--- src/common/mode_switch_map.svh ---
`ifndef MODE_SWITCH_MAP_SVH
`define MODE_SWITCH_MAP_SVH

// mode select word: bit positions of the enable and selection digits
`define MS_BIT_B 11
`define MS_BIT_C 12
`define MS_BIT_D 13
`define MS_RESET 16'h0000

// reset (factory) values of the held constants
`define TRQ_TRIP_RESET 16'h00c8
`define SPD_TRIP_RESET 16'h0000
`define ACC_TRIP_RESET 12'h000
`define ERR_TRIP_RESET 14'h2710
`define COMP_RESET 7'h00

// settable upper limits
`define ACC_TRIP_MAX 12'hbb8
`define ERR_TRIP_MAX 14'h2710
`define COMP_MAX 7'h64

// compensation gain is constant / 2**COMP_SHIFT
`define COMP_SHIFT 6

// control cycle timing, clock period 5 ns
`define CLK_PERIOD_PS 5000
`define CTRL_CYCLE_NS 1000
`define CTRL_CYCLES ((`CTRL_CYCLE_NS * 1000) / `CLK_PERIOD_PS)

`endif

--- src/common/mode_switch_pkg.sv ---
`default_nettype none
package mode_switch_pkg;

    // detection quantity picked by the mode select word
    typedef enum logic [2:0] {
        DET_TORQUE = 3'b000,
        DET_SPEED = 3'b001,
        DET_ACCEL = 3'b010,
        DET_ERROR = 3'b011,
        DET_OFF = 3'b100
    } det_sel_t;

    // speed loop control law
    typedef enum logic [0:0] {
        LAW_PI = 1'b0,
        LAW_P = 1'b1
    } loop_law_t;

    // constants loaded together from the configuring party
    typedef struct packed {
        logic [15:0] torque_trip_level;
        logic [15:0] speed_trip_level;
        logic [11:0] accel_trip_level;
        logic [13:0] error_trip_level;
        logic [6:0] phase_comp_constant;
    } trip_cfg_t;

    // live loop quantities, sampled once per control cycle
    typedef struct packed {
        logic signed [15:0] torque_ref;
        logic signed [15:0] speed_ref;
        logic signed [15:0] accel;
        logic signed [23:0] error_pulse;
    } loop_qty_t;

endpackage
`default_nettype wire

--- src/rtl/pi_to_p_mode_switch.sv ---
// Notes on behaviour
// - accel over its level forces P control
// - error pulses over level force P control
// - position variant: bit B set disables switch
// - speed variant: D,C pick torque/speed/accel/off
// - position variant: D,C 11 picks error pulses
// - torque level in percent, reset 200
// - speed level in r/min, reset 0
// - accel level 0..3000, reset 0
// - error level 0..10000, reset 10000
// - speed variant: error level is zero clamp
// - speed variant phase compensation, constant 0..100
// - gain follows constant; zero means none
// - torque reference over level forces P control
// - speed reference over level forces P
`timescale 1ns/10ps
`default_nettype none
`include "mode_switch_map.svh"

module pi_to_p_mode_switch
    import mode_switch_pkg::*;
#(
    parameter logic [15:0] TRQ_MAX_PCT = 16'h012c,
    parameter logic [15:0] SPD_MAX_RPM = 16'h1388
)
(
    input wire logic ref_clk,
    input wire logic reset_n,
    input wire logic position_variant,
    input wire logic cfg_load,
    input wire logic [15:0] mode_select_word,
    input wire trip_cfg_t trip_cfg_in,
    input wire loop_qty_t loop_qty,
    input wire logic signed [15:0] speed_fb,
    output logic p_control,
    output det_sel_t det_active,
    output logic [15:0] mode_word_held,
    output trip_cfg_t trip_cfg_held,
    output logic [13:0] zero_clamp_level,
    output logic zero_clamp_valid,
    output logic signed [23:0] comp_term,
    output logic cyc_pulse
);

    localparam logic [7:0] CYC_LAST = 8'(`CTRL_CYCLES - 1);

    logic [7:0] cyc_cnt_q;
    logic cyc_en;
    logic [15:0] mode_q;
    trip_cfg_t cfg_q;
    trip_cfg_t cfg_d;
    det_sel_t det_w;
    loop_law_t law_q;
    loop_law_t law_d;
    logic [23:0] mag [4];
    logic [23:0] thr [4];
    logic [3:0] exceed;
    logic sel_exceed;

    // pick detection quantity from the held word
    function automatic det_sel_t decode_det(input logic [15:0] w, input logic pos);
        logic [1:0] dc;
        dc = {w[`MS_BIT_D], w[`MS_BIT_C]};
        if (pos && w[`MS_BIT_B]) begin
            decode_det = DET_OFF;
        end else if (dc == 2'b11) begin
            decode_det = pos ? DET_ERROR : DET_OFF;
        end else begin
            decode_det = det_sel_t'({1'b0, dc});
        end
    endfunction

    // magnitude with the most negative code saturated instead of wrapping
    function automatic logic [23:0] magnitude(input logic signed [23:0] x);
        if (x == 24'sh800000) begin
            magnitude = 24'h7fffff;
        end else if (x < 0) begin
            magnitude = 24'(-x);
        end else begin
            magnitude = 24'(x);
        end
    endfunction

    // clamp a 16-bit level to its settable top
    function automatic logic [15:0] clamp16(input logic [15:0] v, input logic [15:0] top);
        clamp16 = (v > top) ? top : v;
    endfunction

    // control cycle divider; all detection runs on this one-cycle enable
    always_ff @(posedge ref_clk or negedge reset_n) begin
        if (!reset_n) begin
            cyc_cnt_q <= 8'h00;
        end else if (cyc_cnt_q == CYC_LAST) begin
            cyc_cnt_q <= 8'h00;
        end else begin
            cyc_cnt_q <= cyc_cnt_q + 8'h01;
        end
    end

    assign cyc_en = (cyc_cnt_q == CYC_LAST);

    // out-of-range writes are clamped rather than refused, so a bad value can't disable the loop
    always_comb begin
        cfg_d = trip_cfg_in;
        cfg_d.torque_trip_level = clamp16(trip_cfg_in.torque_trip_level, TRQ_MAX_PCT);
        cfg_d.speed_trip_level = clamp16(trip_cfg_in.speed_trip_level, SPD_MAX_RPM);
        if (trip_cfg_in.accel_trip_level > `ACC_TRIP_MAX) begin
            cfg_d.accel_trip_level = `ACC_TRIP_MAX;
        end
        if (trip_cfg_in.error_trip_level > `ERR_TRIP_MAX) begin
            cfg_d.error_trip_level = `ERR_TRIP_MAX;
        end
        if (trip_cfg_in.phase_comp_constant > `COMP_MAX) begin
            cfg_d.phase_comp_constant = `COMP_MAX;
        end
    end

    // held constants start at their factory values
    always_ff @(posedge ref_clk or negedge reset_n) begin
        if (!reset_n) begin
            cfg_q.torque_trip_level <= `TRQ_TRIP_RESET;
            cfg_q.speed_trip_level <= `SPD_TRIP_RESET;
            cfg_q.accel_trip_level <= `ACC_TRIP_RESET;
            cfg_q.error_trip_level <= `ERR_TRIP_RESET;
            cfg_q.phase_comp_constant <= `COMP_RESET;
        end else if (cfg_load) begin
            cfg_q <= cfg_d;
        end
    end

    // mode select word, all bits clear after reset
    always_ff @(posedge ref_clk or negedge reset_n) begin
        if (!reset_n) begin
            mode_q <= `MS_RESET;
        end else if (cfg_load) begin
            mode_q <= mode_select_word;
        end
    end

    assign det_w = decode_det(mode_q, position_variant);

    // magnitudes of sign-extended quantities and zero-extended thresholds, in detection-code order
    assign mag[0] = magnitude(24'(loop_qty.torque_ref));
    assign mag[1] = magnitude(24'(loop_qty.speed_ref));
    assign mag[2] = magnitude(24'(loop_qty.accel));
    assign mag[3] = magnitude(loop_qty.error_pulse);
    assign thr[0] = {8'h00, cfg_q.torque_trip_level};
    assign thr[1] = {8'h00, cfg_q.speed_trip_level};
    assign thr[2] = {12'h000, cfg_q.accel_trip_level};
    assign thr[3] = {10'h000, cfg_q.error_trip_level};

    // one symmetric compare per quantity; equal to the level still counts as PI
    for (genvar i = 0; i < 4; i++) begin : g_cmp
        assign exceed[i] = mag[i] > thr[i];
    end

    assign sel_exceed = (det_w == DET_OFF) ? 1'b0 : exceed[det_w[1:0]];

    // next control law
    always_comb begin
        law_d = law_q;
        if (det_w == DET_OFF) begin
            law_d = LAW_PI;
        end else if (cyc_en) begin
            law_d = sel_exceed ? LAW_P : LAW_PI;
        end
    end

    // disabling takes effect at once, not at the next control cycle
    always_ff @(posedge ref_clk or negedge reset_n) begin
        if (!reset_n) begin
            law_q <= LAW_PI;
        end else begin
            unique case (law_d)
                LAW_PI: law_q <= LAW_PI;
                LAW_P: law_q <= LAW_P;
            endcase
        end
    end

    // compensation only exists in the speed/torque variant
    phase_comp_gain u_comp (
        .ref_clk(ref_clk),
        .reset_n(reset_n),
        .cyc_en(cyc_en),
        .comp_enable(!position_variant),
        .phase_comp_constant(cfg_q.phase_comp_constant),
        .speed_fb(speed_fb),
        .comp_term(comp_term)
    );

    // status outputs
    assign p_control = (law_q == LAW_P);
    assign det_active = det_w;
    assign mode_word_held = mode_q;
    assign trip_cfg_held = cfg_q;
    assign zero_clamp_level = cfg_q.error_trip_level;
    assign zero_clamp_valid = !position_variant;
    assign cyc_pulse = cyc_en;
endmodule // pi_to_p_mode_switch
`default_nettype wire

--- src/rtl/phase_comp_gain.sv ---
`timescale 1ns/10ps
`default_nettype none
`include "mode_switch_map.svh"

module phase_comp_gain
    import mode_switch_pkg::*;
(
    input wire logic ref_clk,
    input wire logic reset_n,
    input wire logic cyc_en,
    input wire logic comp_enable,
    input wire logic [6:0] phase_comp_constant,
    input wire logic signed [15:0] speed_fb,
    output logic signed [23:0] comp_term
);

    logic signed [15:0] prev_fb_q;
    logic signed [16:0] delta;
    logic signed [24:0] product;
    logic signed [24:0] scaled;
    logic signed [23:0] comp_term_d;

    // feedback step per control cycle stands in for the detection phase lag
    assign delta = 17'(speed_fb) - 17'(prev_fb_q);
    assign product = 25'(delta) * $signed({18'h00000, phase_comp_constant});
    assign scaled = product >>> `COMP_SHIFT;
    // gain scales linearly with the constant; zero gives no term at all
    assign comp_term_d = (comp_enable && phase_comp_constant != 7'h00) ? scaled[23:0] : 24'sh000000;

    always_ff @(posedge ref_clk or negedge reset_n) begin
        if (!reset_n) begin
            prev_fb_q <= 16'sh0000;
        end else if (cyc_en) begin
            prev_fb_q <= speed_fb;
        end
    end

    // registered so the term is steady for a whole control cycle
    always_ff @(posedge ref_clk or negedge reset_n) begin
        if (!reset_n) begin
            comp_term <= 24'sh000000;
        end else if (cyc_en) begin
            comp_term <= comp_term_d;
        end
    end

endmodule // phase_comp_gain
`default_nettype wire

--- config.mk ---
export PLATFORM = sky130hd
export DESIGN_NAME = pi_to_p_mode_switch
export DESIGN_NICKNAME = d
export VERILOG_FILES = /design/src/common/mode_switch_pkg.sv /design/src/rtl/pi_to_p_mode_switch.sv /design/src/rtl/phase_comp_gain.sv
export VERILOG_INCLUDE_DIRS = /design/src /design/src/common
export SDC_FILE = /design/constraint.sdc
export NUM_CORES = 1
export LEC_CHECK = 0
export BUFFER_PORTS_ARGS = -buffer_cell sky130_fd_sc_hd__buf_2
export CAP_MARGIN = 10
export CORE_UTILIZATION = 57
export DETAILED_ROUTE_END_ITERATION = 16
export GPL_ROUTABILITY_DRIVEN = 0
export PLACE_DENSITY = 0.83
export SYNTH_ARGS = -nofsm -noshare
export SYNTH_HDL_FRONTEND = slang
export SYNTH_HIERARCHICAL = 1
export SYNTH_SLANG_ARGS = --single-unit
export TNS_END_PERCENT = 50
--- constraint.sdc ---
create_clock -name ref_clk -period 7.4 [get_ports ref_clk]
set_input_delay 2.22 -clock ref_clk [delete_from_list [all_inputs] [get_ports ref_clk]]
set_output_delay 2.22 -clock ref_clk [all_outputs]
set_load 0.02 [all_outputs]
==> results.md, run 1 <==
* FF-to-FF setup slack at about 1.4 ns
* # hold bufs at CTS at 0
* Worst hold start: cyc_cnt_q[0]
* Worst min path class: reg2reg
* Arr. time, crit path at 7.82 ns
* Status: complete, but fails checks
* Share of synthesized registers carrying an async set or reset at 100%
* Synthesized area at 0.0136 mm2
* Total CTS buffers at 17
* Final min period at roughly 7.5 ns
* Routed wire length per instance at between 15 and 20 um
* Slew margin rel. at a little under two fifths
* Leakage power at 0.00868 uW
* Met3 Track Usage GR at just under 8%
* Antenna Violating Nets Remaining at 0
* Chip height at 157 um
* Final instance area at 0.0174 mm2
* Synth unique cells at 83
* Dpl ws at -0.709 ns
* Drt pass-1 iters at 5
* Global-route wire length before repair at 63000 um
* Final Max Slew Viols at 0
* Clock Sinks at 125
* Critical Path RT at 7.71 ns
* Highest Clock Rate at roughly 0.13 GHz
* Final wirelength at 40200 um
* CP most frequent cell: fa_1
* CP top delay family: adder cells
* Post-Syn Instances at approximately 1600
* CTS tree: built
* Die X-Extent at ~160 um
* CP max FO at 5
* Syn_area_per_cell at roughly 8.6 um2
* Post-synth EDFFs at 0
* DRC at 0
* CORE AREA at 0.0235 mm2
* Layout cells sized above 1 at between 30% and 40%
* Clock root cell: clkbuf_16
* Reg2Reg Depth at 24
* Synth Warn # at 6
* Crit Reg-Reg Endpoint: u_comp/comp_term[15]
* Port Buffer Count at approximately 300
* Buf+Inv Stages, Crit Path at 7
* CTS clk-pin slew, worst paths at 0.07 ns
* Failing checks: setup timing
* H-tree depth reported by CTS at 4
* Syn-to-layout area delta at 27.7%
* Fin worst setup slack at -0.111 ns
* CP max-delay cell: fa_1
* Nets at 2355
* Met1 Use GR at between 30% and 40%
* Met2 usage at 59.9%
* GRT Max-Usage Layer: met2
* Crit path kind: in2reg
* Max capacitance violation total at 0
* Drt initial violations at a little over 800
* Seq/Total Area, Yosys at between 20% and 30%
* RSZ-0062 raised after global routing: yes
* Antenna violations before repair at 10
* Slowest stage delay, CP at approximately 0.57 ns
* Worst Hold Path Cells at 1
* Worst slew pin tran at ~0.9 ns
* Overall Global Routing Usage at between 30 and 40%
* Die ar. at between 0.02 and 0.025 mm2
* Startpoint Class: input port
* DP Area at roughly 0.016 mm2
* Pwr Density at approximately 290 mW/mm2
* Final clock skew at 0.00894 ns
* Vias in the first global route at 13600
* Total power draw at approximately 5000 uW
* Largest net degree at the start of global routing at between 60 and 70
* Initial core utilization at just under 60%
* Max VDD drop at around 0.36 mV
* Worst-case clock buffer depth at 2
* Clock Latency Late Sink at ~0.44 ns
* GRT overflow at 0
* # rows at 56
* Final setup viols at 7
* Via density at 5.73
* CP endpoint kind: flop
* Synthesized Nets at between 1500 and 2000
* Top_reg_cell synth: dfrtp_1
* Number of I/O pins at 298
* Crit share post-route at 101%
* Synth Register Bits at about 130
* DR vias at between 10000 and 15000
* Worst r2r src: u_comp/prev_fb_q[0]
* Dpl hpwl at ~30000 um
* Hold endpoint: cyc_cnt_q[0]
* Final Hold Fails at 0
[sequential cells by signal (all words and copies together) (netlist names)]
name,flops
zero_clamp_level,14
mode_word_held,16
cyc_cnt_q,8
p_control,1
u_comp/prev_fb_q,16
trip_cfg_held,51
u_comp/comp_term,19
[worst max-delay path by stage]
| stage | end | cells after the start | startpoint |
|---|---|---|---|
| floorplan | u_comp/comp_term[17] | 24 | speed_fb[0] |
| global placement | u_comp/comp_term[17] | 23 | speed_fb[0] |
| detailed placement | u_comp/comp_term[17] | 23 | speed_fb[0] |
| CTS | u_comp/comp_term[12] | 25 | speed_fb[0] |
| global route | u_comp/comp_term[15] | 23 | speed_fb[9] |
| finish | u_comp/comp_term[15] | 26 | speed_fb[0] |
[final cells by class]
class | count | area (um2)
Antenna cell | 7 | 17.5
Clock buffer | 17 | 425
Clock inverter | 15 | 164
Fill cell | 1666 | 6070
Inverter | 241 | 912
Multi-Input combinational cell | 1146 | 9810
Sequential cell | 125 | 3140
Tap cell | 319 | 399
Timing Repair Buffer | 433 | 2530
[through the flow]
step | hold WS (ns) | TNS, ns | instances | utilization [%]
6_report | 0.464 | -0.578 | 2303 | 74.1
2_1_floorplan | 0.433 | -0.933 | 1586 | -
3_3_place_gp | 0.444 | -5.62 | 2242 | 69.1
5_1_grt | 0.479 | -2.16 | 2301 | 74.1
3_5_place_dp | 0.456 | -7.64 | 2242 | 69.1
4_1_cts | 0.465 | -0.00915 | 2287 | 72.7
[cell families after synthesis]
group	synth area share, %
AO/OA/AOI/OAI	15.5
multiplexers	3.51
buffers and inverters	9.31
XOR/XNOR	5.01
adder cells (fa/ha/maj)	25.0
AND/OR/NAND/NOR	18.6
flip-flops	23.0
[placed cells by master (no fill, tap or decap), types with 14 or more instances in the layout]
cell       instances
nand4_1           18
fa_1              88
xnor2_1           52
mux2i_1           15
nor3_1            19
nor2b_1           28
nor2_1            68
and2_1            51
mux2_2            23
nand3_1           32
buf_4            134
nand2_1          161
xor2_1            22
inv_1            228
a21oi_1           56
buf_2            295
o31ai_1           17
a22o_1            14
clkbuf_16         17
dfrtp_1          117
a21o_1            19
o21ai_0           77
ha_1             109
nand2b_1          32
ha_4              17
[power breakdown]
part / switching [uW] / internal (uW)
Clock: 396 / 453
Sequential: 38.5 / 713
Combinational: 1800 / 1590
[cell usage after synthesis, drive strengths merged, types with 11 or more instances]
library cell | number | share of area (%)
dfrtp | 117 | 21
o31ai | 18 | 1.1
xnor2 | 55 | 3.5
a21oi | 74 | 2.8
nor2b | 29 | 1.3
nand2 | 167 | 4.6
nor4 | 14 | 0.86
mux2i | 17 | 1.2
a21o | 19 | 1.0
and2 | 54 | 2.5
clkbuf | 50 | 1.4
ha | 127 | 12
mux2 | 27 | 2.3
nand4 | 18 | 0.83
nand3 | 33 | 1.2
o22ai | 13 | 0.60
a22o | 14 | 0.90
buf | 24 | 1.3
nor2 | 71 | 2.0
inv | 241 | 6.6
fa | 91 | 13
o21ai | 91 | 3.4
nor3 | 20 | 0.77
a211oi | 11 | 0.64
xor2 | 23 | 1.5
nand2b | 34 | 1.6
[per-layer routing]
layer / up-vias / part of all wire (%)
met5: - / 0.085
met4: 6 / 5.5
met3: 185 / 5.9
met2: 552 / 52
met1: 6345 / 36
li1: 6104 / -
[what timing repair did]
action | 4_1_cts | 5_1_grt
setup endpoints to repair | 12 | 13
hold endpoints to repair | 0 | 0
cloned | 0 | 0
pin swaps | 29 | 31
buffers inserted | 13 | 9
resized for setup | 36 | 55
Power figures use the tool's default switching activity.
==> run 2: changes to the inputs <==
--- a/config.mk
+++ b/config.mk
@@ -12,6 +12,7 @@
 export DETAILED_ROUTE_END_ITERATION = 16
 export GPL_ROUTABILITY_DRIVEN = 0
 export PLACE_DENSITY = 0.83
+export RECOVER_POWER = 25
 export SYNTH_ARGS = -nofsm -noshare
 export SYNTH_HDL_FRONTEND = slang
 export SYNTH_HIERARCHICAL = 1
==> results.md, run 2 (same netlist as run 1, synthesis figures left out) <==
* Die ar. at approximately 0.025 mm2
* Global-route wire length before repair at between 60000 and 70000 um
* Total power draw at between 4000 and 5000 uW
* Post-Route Setup TNS at -0.550 ns
* Clock Sinks at 125
* Antenna violations before repair at 10
* Final wirelength at ~40000 um
* Dpl hpwl at 30200 um
* Layout cells sized above 1 at a little under a third
* H-tree depth reported by CTS at 4
* Critical Path RT at ~7.7 ns
* Chip height at about 160 um
* CORE AREA at roughly 0.023 mm2
* FF-to-FF setup slack at ~1.4 ns
* Highest-count cells in the layout ignoring fill and taps: buf_2, inv_1, nand2_1, buf_4, dfrtp_1
* Startpoint Class: input port
* CTS tree: built
* Routed wire length per instance at between 15 and 20 um
* Failing checks: capacitance limit, slew limit, setup timing
* Largest register FFs at 51
* Leakage power at 0.00865 uW
* Arr. time, crit path at a little under 8 ns
* Crit path kind: in2reg
* CTS clk-pin slew, worst paths at around 0.070 ns
* Worst r2r src: u_comp/prev_fb_q[0]
* Final Max Slew Viols at 98
* Sw Share at approximately 45%
* Number of I/O pins at 298
* Highest Clock Rate at roughly 0.13 GHz
* Final Hold Fails at 0
* Final setup viols at 7
* Max VDD drop at between 0.3 and 0.4 mV
* Drt pass-1 iters at 5
* Worst hold start: cyc_cnt_q[0]
* GRT overflow at 0
* Max capacitance violation total at 2
* Via density at 5.72
* Clock Latency Late Sink at around 0.43 ns
* Sw Pwr at 2220 uW
* Syn-to-layout area delta at 27.6%
* Worst slew pin tran at approximately 3.5 ns
* # rows at 56
* Pwr Density at 286 mW/mm2
* DRC at 0
* Slew margin rel. at -134%
* Final min period at between 7 and 8 ns
* RSZ-0062 raised after global routing: yes
* Nets at 2355
* CP max FO at 5
* Internal power at approximately 2800 uW
* CP endpoint kind: flop
* Comb power frac at 67.8%
* Status: complete, but fails checks
* Worst min path class: reg2reg
* Port Buffer Count at between 200 and 300
* Largest net degree at the start of global routing at 65
* Crit. Startpoint: speed_fb[0]
* Sequential power share at between 15 and 20%
* Drt initial violations at a little over 800
* Crit share post-route at 102%
* Vias in the first global route at roughly 14000
* Clock root cell: clkbuf_16
* Fillers at roughly 1700
* Final clock skew at around 0.0086 ns
* Total CTS buffers at 17
* Die X-Extent at ~160 um
* Initial core utilization at between 50% and 60%
* DR vias at ~13000
* Worst-case clock buffer depth at 2
* Antenna Violating Nets Remaining at 0
* Fin worst setup slack at -0.111 ns
* Clk network pwr share at between 10% and 20%
* Leading cell type in the layout, fill and taps excluded: buf_2
* Overall Global Routing Usage at 32.8%
-- run 2: cell types whose count changed in the layout (fill, tap and decap cells not counted) --
cell,delta
buf_2,-10
buf_6,-1
nor3b_1,+1
nor3b_2,-1
clkbuf_1,+11
-- run 2: cell type report --
type / count / area [um2] / share of cell area [%]
Multi-Input combinational cell: 1146 / 9810 / 56.5
Tap cell: 319 / 399 / 2.30
Clock buffer: 17 / 425 / 2.45
Timing Repair Buffer: 433 / 2510 / 14.5
Sequential cell: 125 / 3140 / 18.1
Inverter: 241 / 912 / 5.25
Clock inverter: 15 / 164 / 0.943
Antenna cell: 7 / 17.5 / 0.101
-- run 2: repair_timing --
item | in CTS | in global routing
setup endpoints to repair | 12 | 13
endpoints found under the hold margin | 0 | 0
gates resized for setup | 36 | 55
hold buffers | 0 | 0
buffers inserted | 13 | 9
pin swaps | 29 | 31
-- run 2: per-stage QoR --
stage          hold slack [ns]  util [%]  area, um2  instances  setup WS [ns]
2_1_floorplan            0.433         -      13900       1586         -0.259
3_3_place_gp             0.444      69.1      16200       2242         -0.574
3_5_place_dp             0.456      69.1      16200       2242         -0.709
4_1_cts                  0.465      72.7      17100       2287       -0.00915
5_1_grt                  0.479      74.0      17400       2301         -0.317
6_report                 0.463      74.0      17400       2303         -0.111
-- run 2: final timing paths --
| check | end | cells after the start |
|---|---|---|
| worst max-delay path | u_comp/comp_term[15] | 26 |
| worst max register to register | u_comp/comp_term[15] | 24 |
| max in group asynchronous | zero_clamp_level[1] | 2 |
| min in group asynchronous | u_comp/prev_fb_q[2] | 1 |
| worst min register to register | cyc_cnt_q[0] | 1 |
| worst min-delay path | cyc_cnt_q[0] | 1 |
-- run 2: critical path, cell delays in order --
cell,delay [ns]
buf_8,0.09
inv_8,0.03
ha_4,0.15
fa_2,0.33
nand2b_4,0.16
a211oi_4,0.29
buf_4,0.17
o21ai_4,0.07
and2_4,0.18
o41a_1,0.40
buf_6,0.17
nand2_4,0.07
fa_1,0.45
inv_2,0.09
fa_1,0.41
fa_1,0.53
inv_2,0.05
fa_1,0.57
inv_2,0.06
ha_4,0.29
nand4_1,0.17
nor2_1,0.13
o21ai_1,0.08
o21ai_2,0.27
mux2i_1,0.12
a221o_1,0.27
-- run 2: power by group through the flow --
| stage | Combinational (uW) | Clock (uW) | Sequential, uW |
|---|---|---|---|
| after detailed placement | 2760 | 0 | 762 |
| after floorplan | 1810 | 0 | 780 |
| after global routing | 3680 | 888 | 754 |
| after global placement | 2670 | 0 | 761 |
| after CTS | 3020 | 857 | 750 |
| final | 3380 | 851 | 751 |
-- run 2: per-layer routing --
layer / GRT usage (%) / routed length, um / vias up
met5: 0 / 34 / -
met4: 19.2 / 2180 / 6
met3: 7.86 / 2550 / 176
met2: 59.9 / 20900 / 562
met1: 34.3 / 14500 / 6332
li1: - / - / 6103
==> run 3: changes to the inputs <==
--- a/config.mk
+++ b/config.mk
@@ -12,7 +12,7 @@
 export DETAILED_ROUTE_END_ITERATION = 16
 export GPL_ROUTABILITY_DRIVEN = 0
 export PLACE_DENSITY = 0.83
-export RECOVER_POWER = 25
+export RECOVER_POWER = 50
 export SYNTH_ARGS = -nofsm -noshare
 export SYNTH_HDL_FRONTEND = slang
 export SYNTH_HIERARCHICAL = 1
==> results.md, run 3 (same netlist as run 1, synthesis figures left out) <==
* Status: complete, but fails checks
* Failing checks: capacitance limit, slew limit, setup timing
* Slew margin rel. at -136%
* CORE AREA at between 0.02 and 0.025 mm2
* Dpl ws at -0.709 ns
* Non-Filler Instances at between 2000 and 2500
* Largest net degree at the start of global routing at 65
* Initial core utilization at ~58%
* Highest Clock Rate at 0.133 GHz
* Final setup viols at 7
* Syn-to-layout area delta at 27.0%
* Die X-Extent at between 150 and 200 um
* DR vias at about 13000
* Drt initial violations at roughly 850
* Leading cell type in the layout, fill and taps excluded: buf_2
* Leakage power at ~0.0085 uW
* Final clock skew at ~0.0079 ns
* Worst-case clock buffer depth at 2
* Final Hold Fails at 0
* Highest-count cells in the layout ignoring fill and taps: buf_2, inv_1, nand2_1, buf_4, dfrtp_1
* Overall Global Routing Usage at between 30% and 40%
* Clock Latency Late Sink at about 0.44 ns
* Vias in the first global route at approximately 14000
* Layout cells sized above 1 at roughly 28%
* Die ar. at between 0.02 and 0.025 mm2
* Global-route wire length before repair at between 60000 and 70000 um
* Startpoint Class: input port
* Fin worst setup slack at -0.111 ns
* RSZ-0062 raised after global routing: yes
* Post-Route Setup TNS at -0.552 ns
* Crit share post-route at 102%
* Worst min path class: reg2reg
* # hold bufs at CTS at 0
* H-tree depth reported by CTS at 4
* Largest register FFs at 51
* Routed wire length per instance at between 15 and 20 um
* Max VDD drop at 0.357 mV
* Pwr Density at 288 mW/mm2
* Inst Count DP at 2242
* Final min period at 7.51 ns
* CTS clk-pin slew, worst paths at roughly 0.070 ns
* Fillers at roughly 1700
* Worst slew pin tran at 3.53 ns
* Max capacitance violation total at 3
* GRT overflow at 0
* Antenna Violating Nets Remaining at 0
* Port Buffer Count at between 200 and 300
* Chip height at 157 um
* # rows at 56
* Nets at between 2000 and 2500
* DRC at 0
* CP endpoint kind: flop
* Final Max Slew Viols at approximately 160
* Clock Sinks at 125
* Via density at roughly 5.7
* Antenna violations before repair at 10
* Number of I/O pins at between 200 and 300
* CP max FO at 8
* Final wirelength at around 40000 um
* Clock root cell: clkbuf_16
* Crit path kind: in2reg
* Critical Path RT at between 7 and 8 ns
* CTS tree: built
* Total power draw at between 4000 and 5000 uW
* Total CTS buffers at 17
* Dpl hpwl at between 30000 and 40000 um
* Drt pass-1 iters at 6
* Arr. time, crit path at roughly 7.8 ns
## run 3: final cells by class
cell class / count / area [um2] / share of cell area, %
multi-input cells: 1146 / 9810 / 56.7
diodes: 6 / 15.0 / 0.0868
clock buffers: 17 / 425 / 2.46
clock inverters: 15 / 164 / 0.947
inverters: 241 / 912 / 5.27
well taps: 319 / 399 / 2.31
flip-flops and latches: 125 / 3140 / 18.1
repair buffers: 433 / 2440 / 14.1
## run 3: path summary, 6_finish.rpt
| path | start | endpoint | slack [ns] | cells past startpoint |
|---|---|---|---|---|
| worst max-delay path | speed_fb[3] | u_comp/comp_term[14] | -0.11 | 23 |
| worst min-delay path | cyc_cnt_q[0] | cyc_cnt_q[0] | 0.46 | 1 |
| worst max register to register | u_comp/prev_fb_q[0] | u_comp/comp_term[15] | 1.36 | 24 |
| worst min register to register | cyc_cnt_q[0] | cyc_cnt_q[0] | 0.46 | 1 |
| max in group asynchronous | reset_n | zero_clamp_level[1] | 1.44 | 2 |
| min in group asynchronous | reset_n | u_comp/prev_fb_q[2] | 2.97 | 1 |
## run 3: power by group
| part | internal, uW | total [uW] | switching, uW |
|---|---|---|---|
| sequential | 713 | 752 | 38.8 |
| clock | 453 | 849 | 396 |
| combinational | 1580 | 3380 | 1790 |
## run 3: metal layers
metal / track usage (%) / wire length (um) / vias up / part of all wire [%]
li1: - / - / 6101 / -
met1: 34.3 / 14500 / 6346 / 36
met2: 59.9 / 20900 / 574 / 52
met3: 7.86 / 2550 / 189 / 6.3
met4: 19.2 / 2270 / 8 / 5.6
met5: 0 / 47 / - / 0.12
## run 3: metrics by stage
step | area (um2) | hold WS (ns) | utilization, %
after global routing | 17300 | 0.479 | 73.7
after detailed placement | 16200 | 0.456 | 69.1
after floorplan | 13900 | 0.433 | -
after CTS | 17100 | 0.465 | 72.7
final | 17300 | 0.459 | 73.7
after global placement | 16200 | 0.444 | 69.1
## run 3: timing repair
action | CTS | global route
gates resized for setup | 36 | 55
setup buffers | 13 | 9
cloned | 0 | 0
pin swaps | 29 | 31
endpoints found under the hold margin | 0 | 0
endpoints found under the setup margin | 12 | 13
## run 3: worst max-delay path: stages
cell,delay (ns)
clkbuf_1,0.18
ha_4,0.25
a21o_1,0.17
a21oi_1,0.26
a21oi_2,0.12
or4_1,0.50
o311a_1,0.16
nand2b_1,0.17
fa_1,0.52
inv_1,0.05
fa_1,0.46
fa_1,0.54
inv_1,0.06
fa_1,0.56
inv_1,0.08
ha_4,0.28
buf_4,0.16
nand2_1,0.12
a21oi_2,0.17
nor2_2,0.09
a211oi_2,0.28
o21ai_0,0.15
a32o_1,0.28
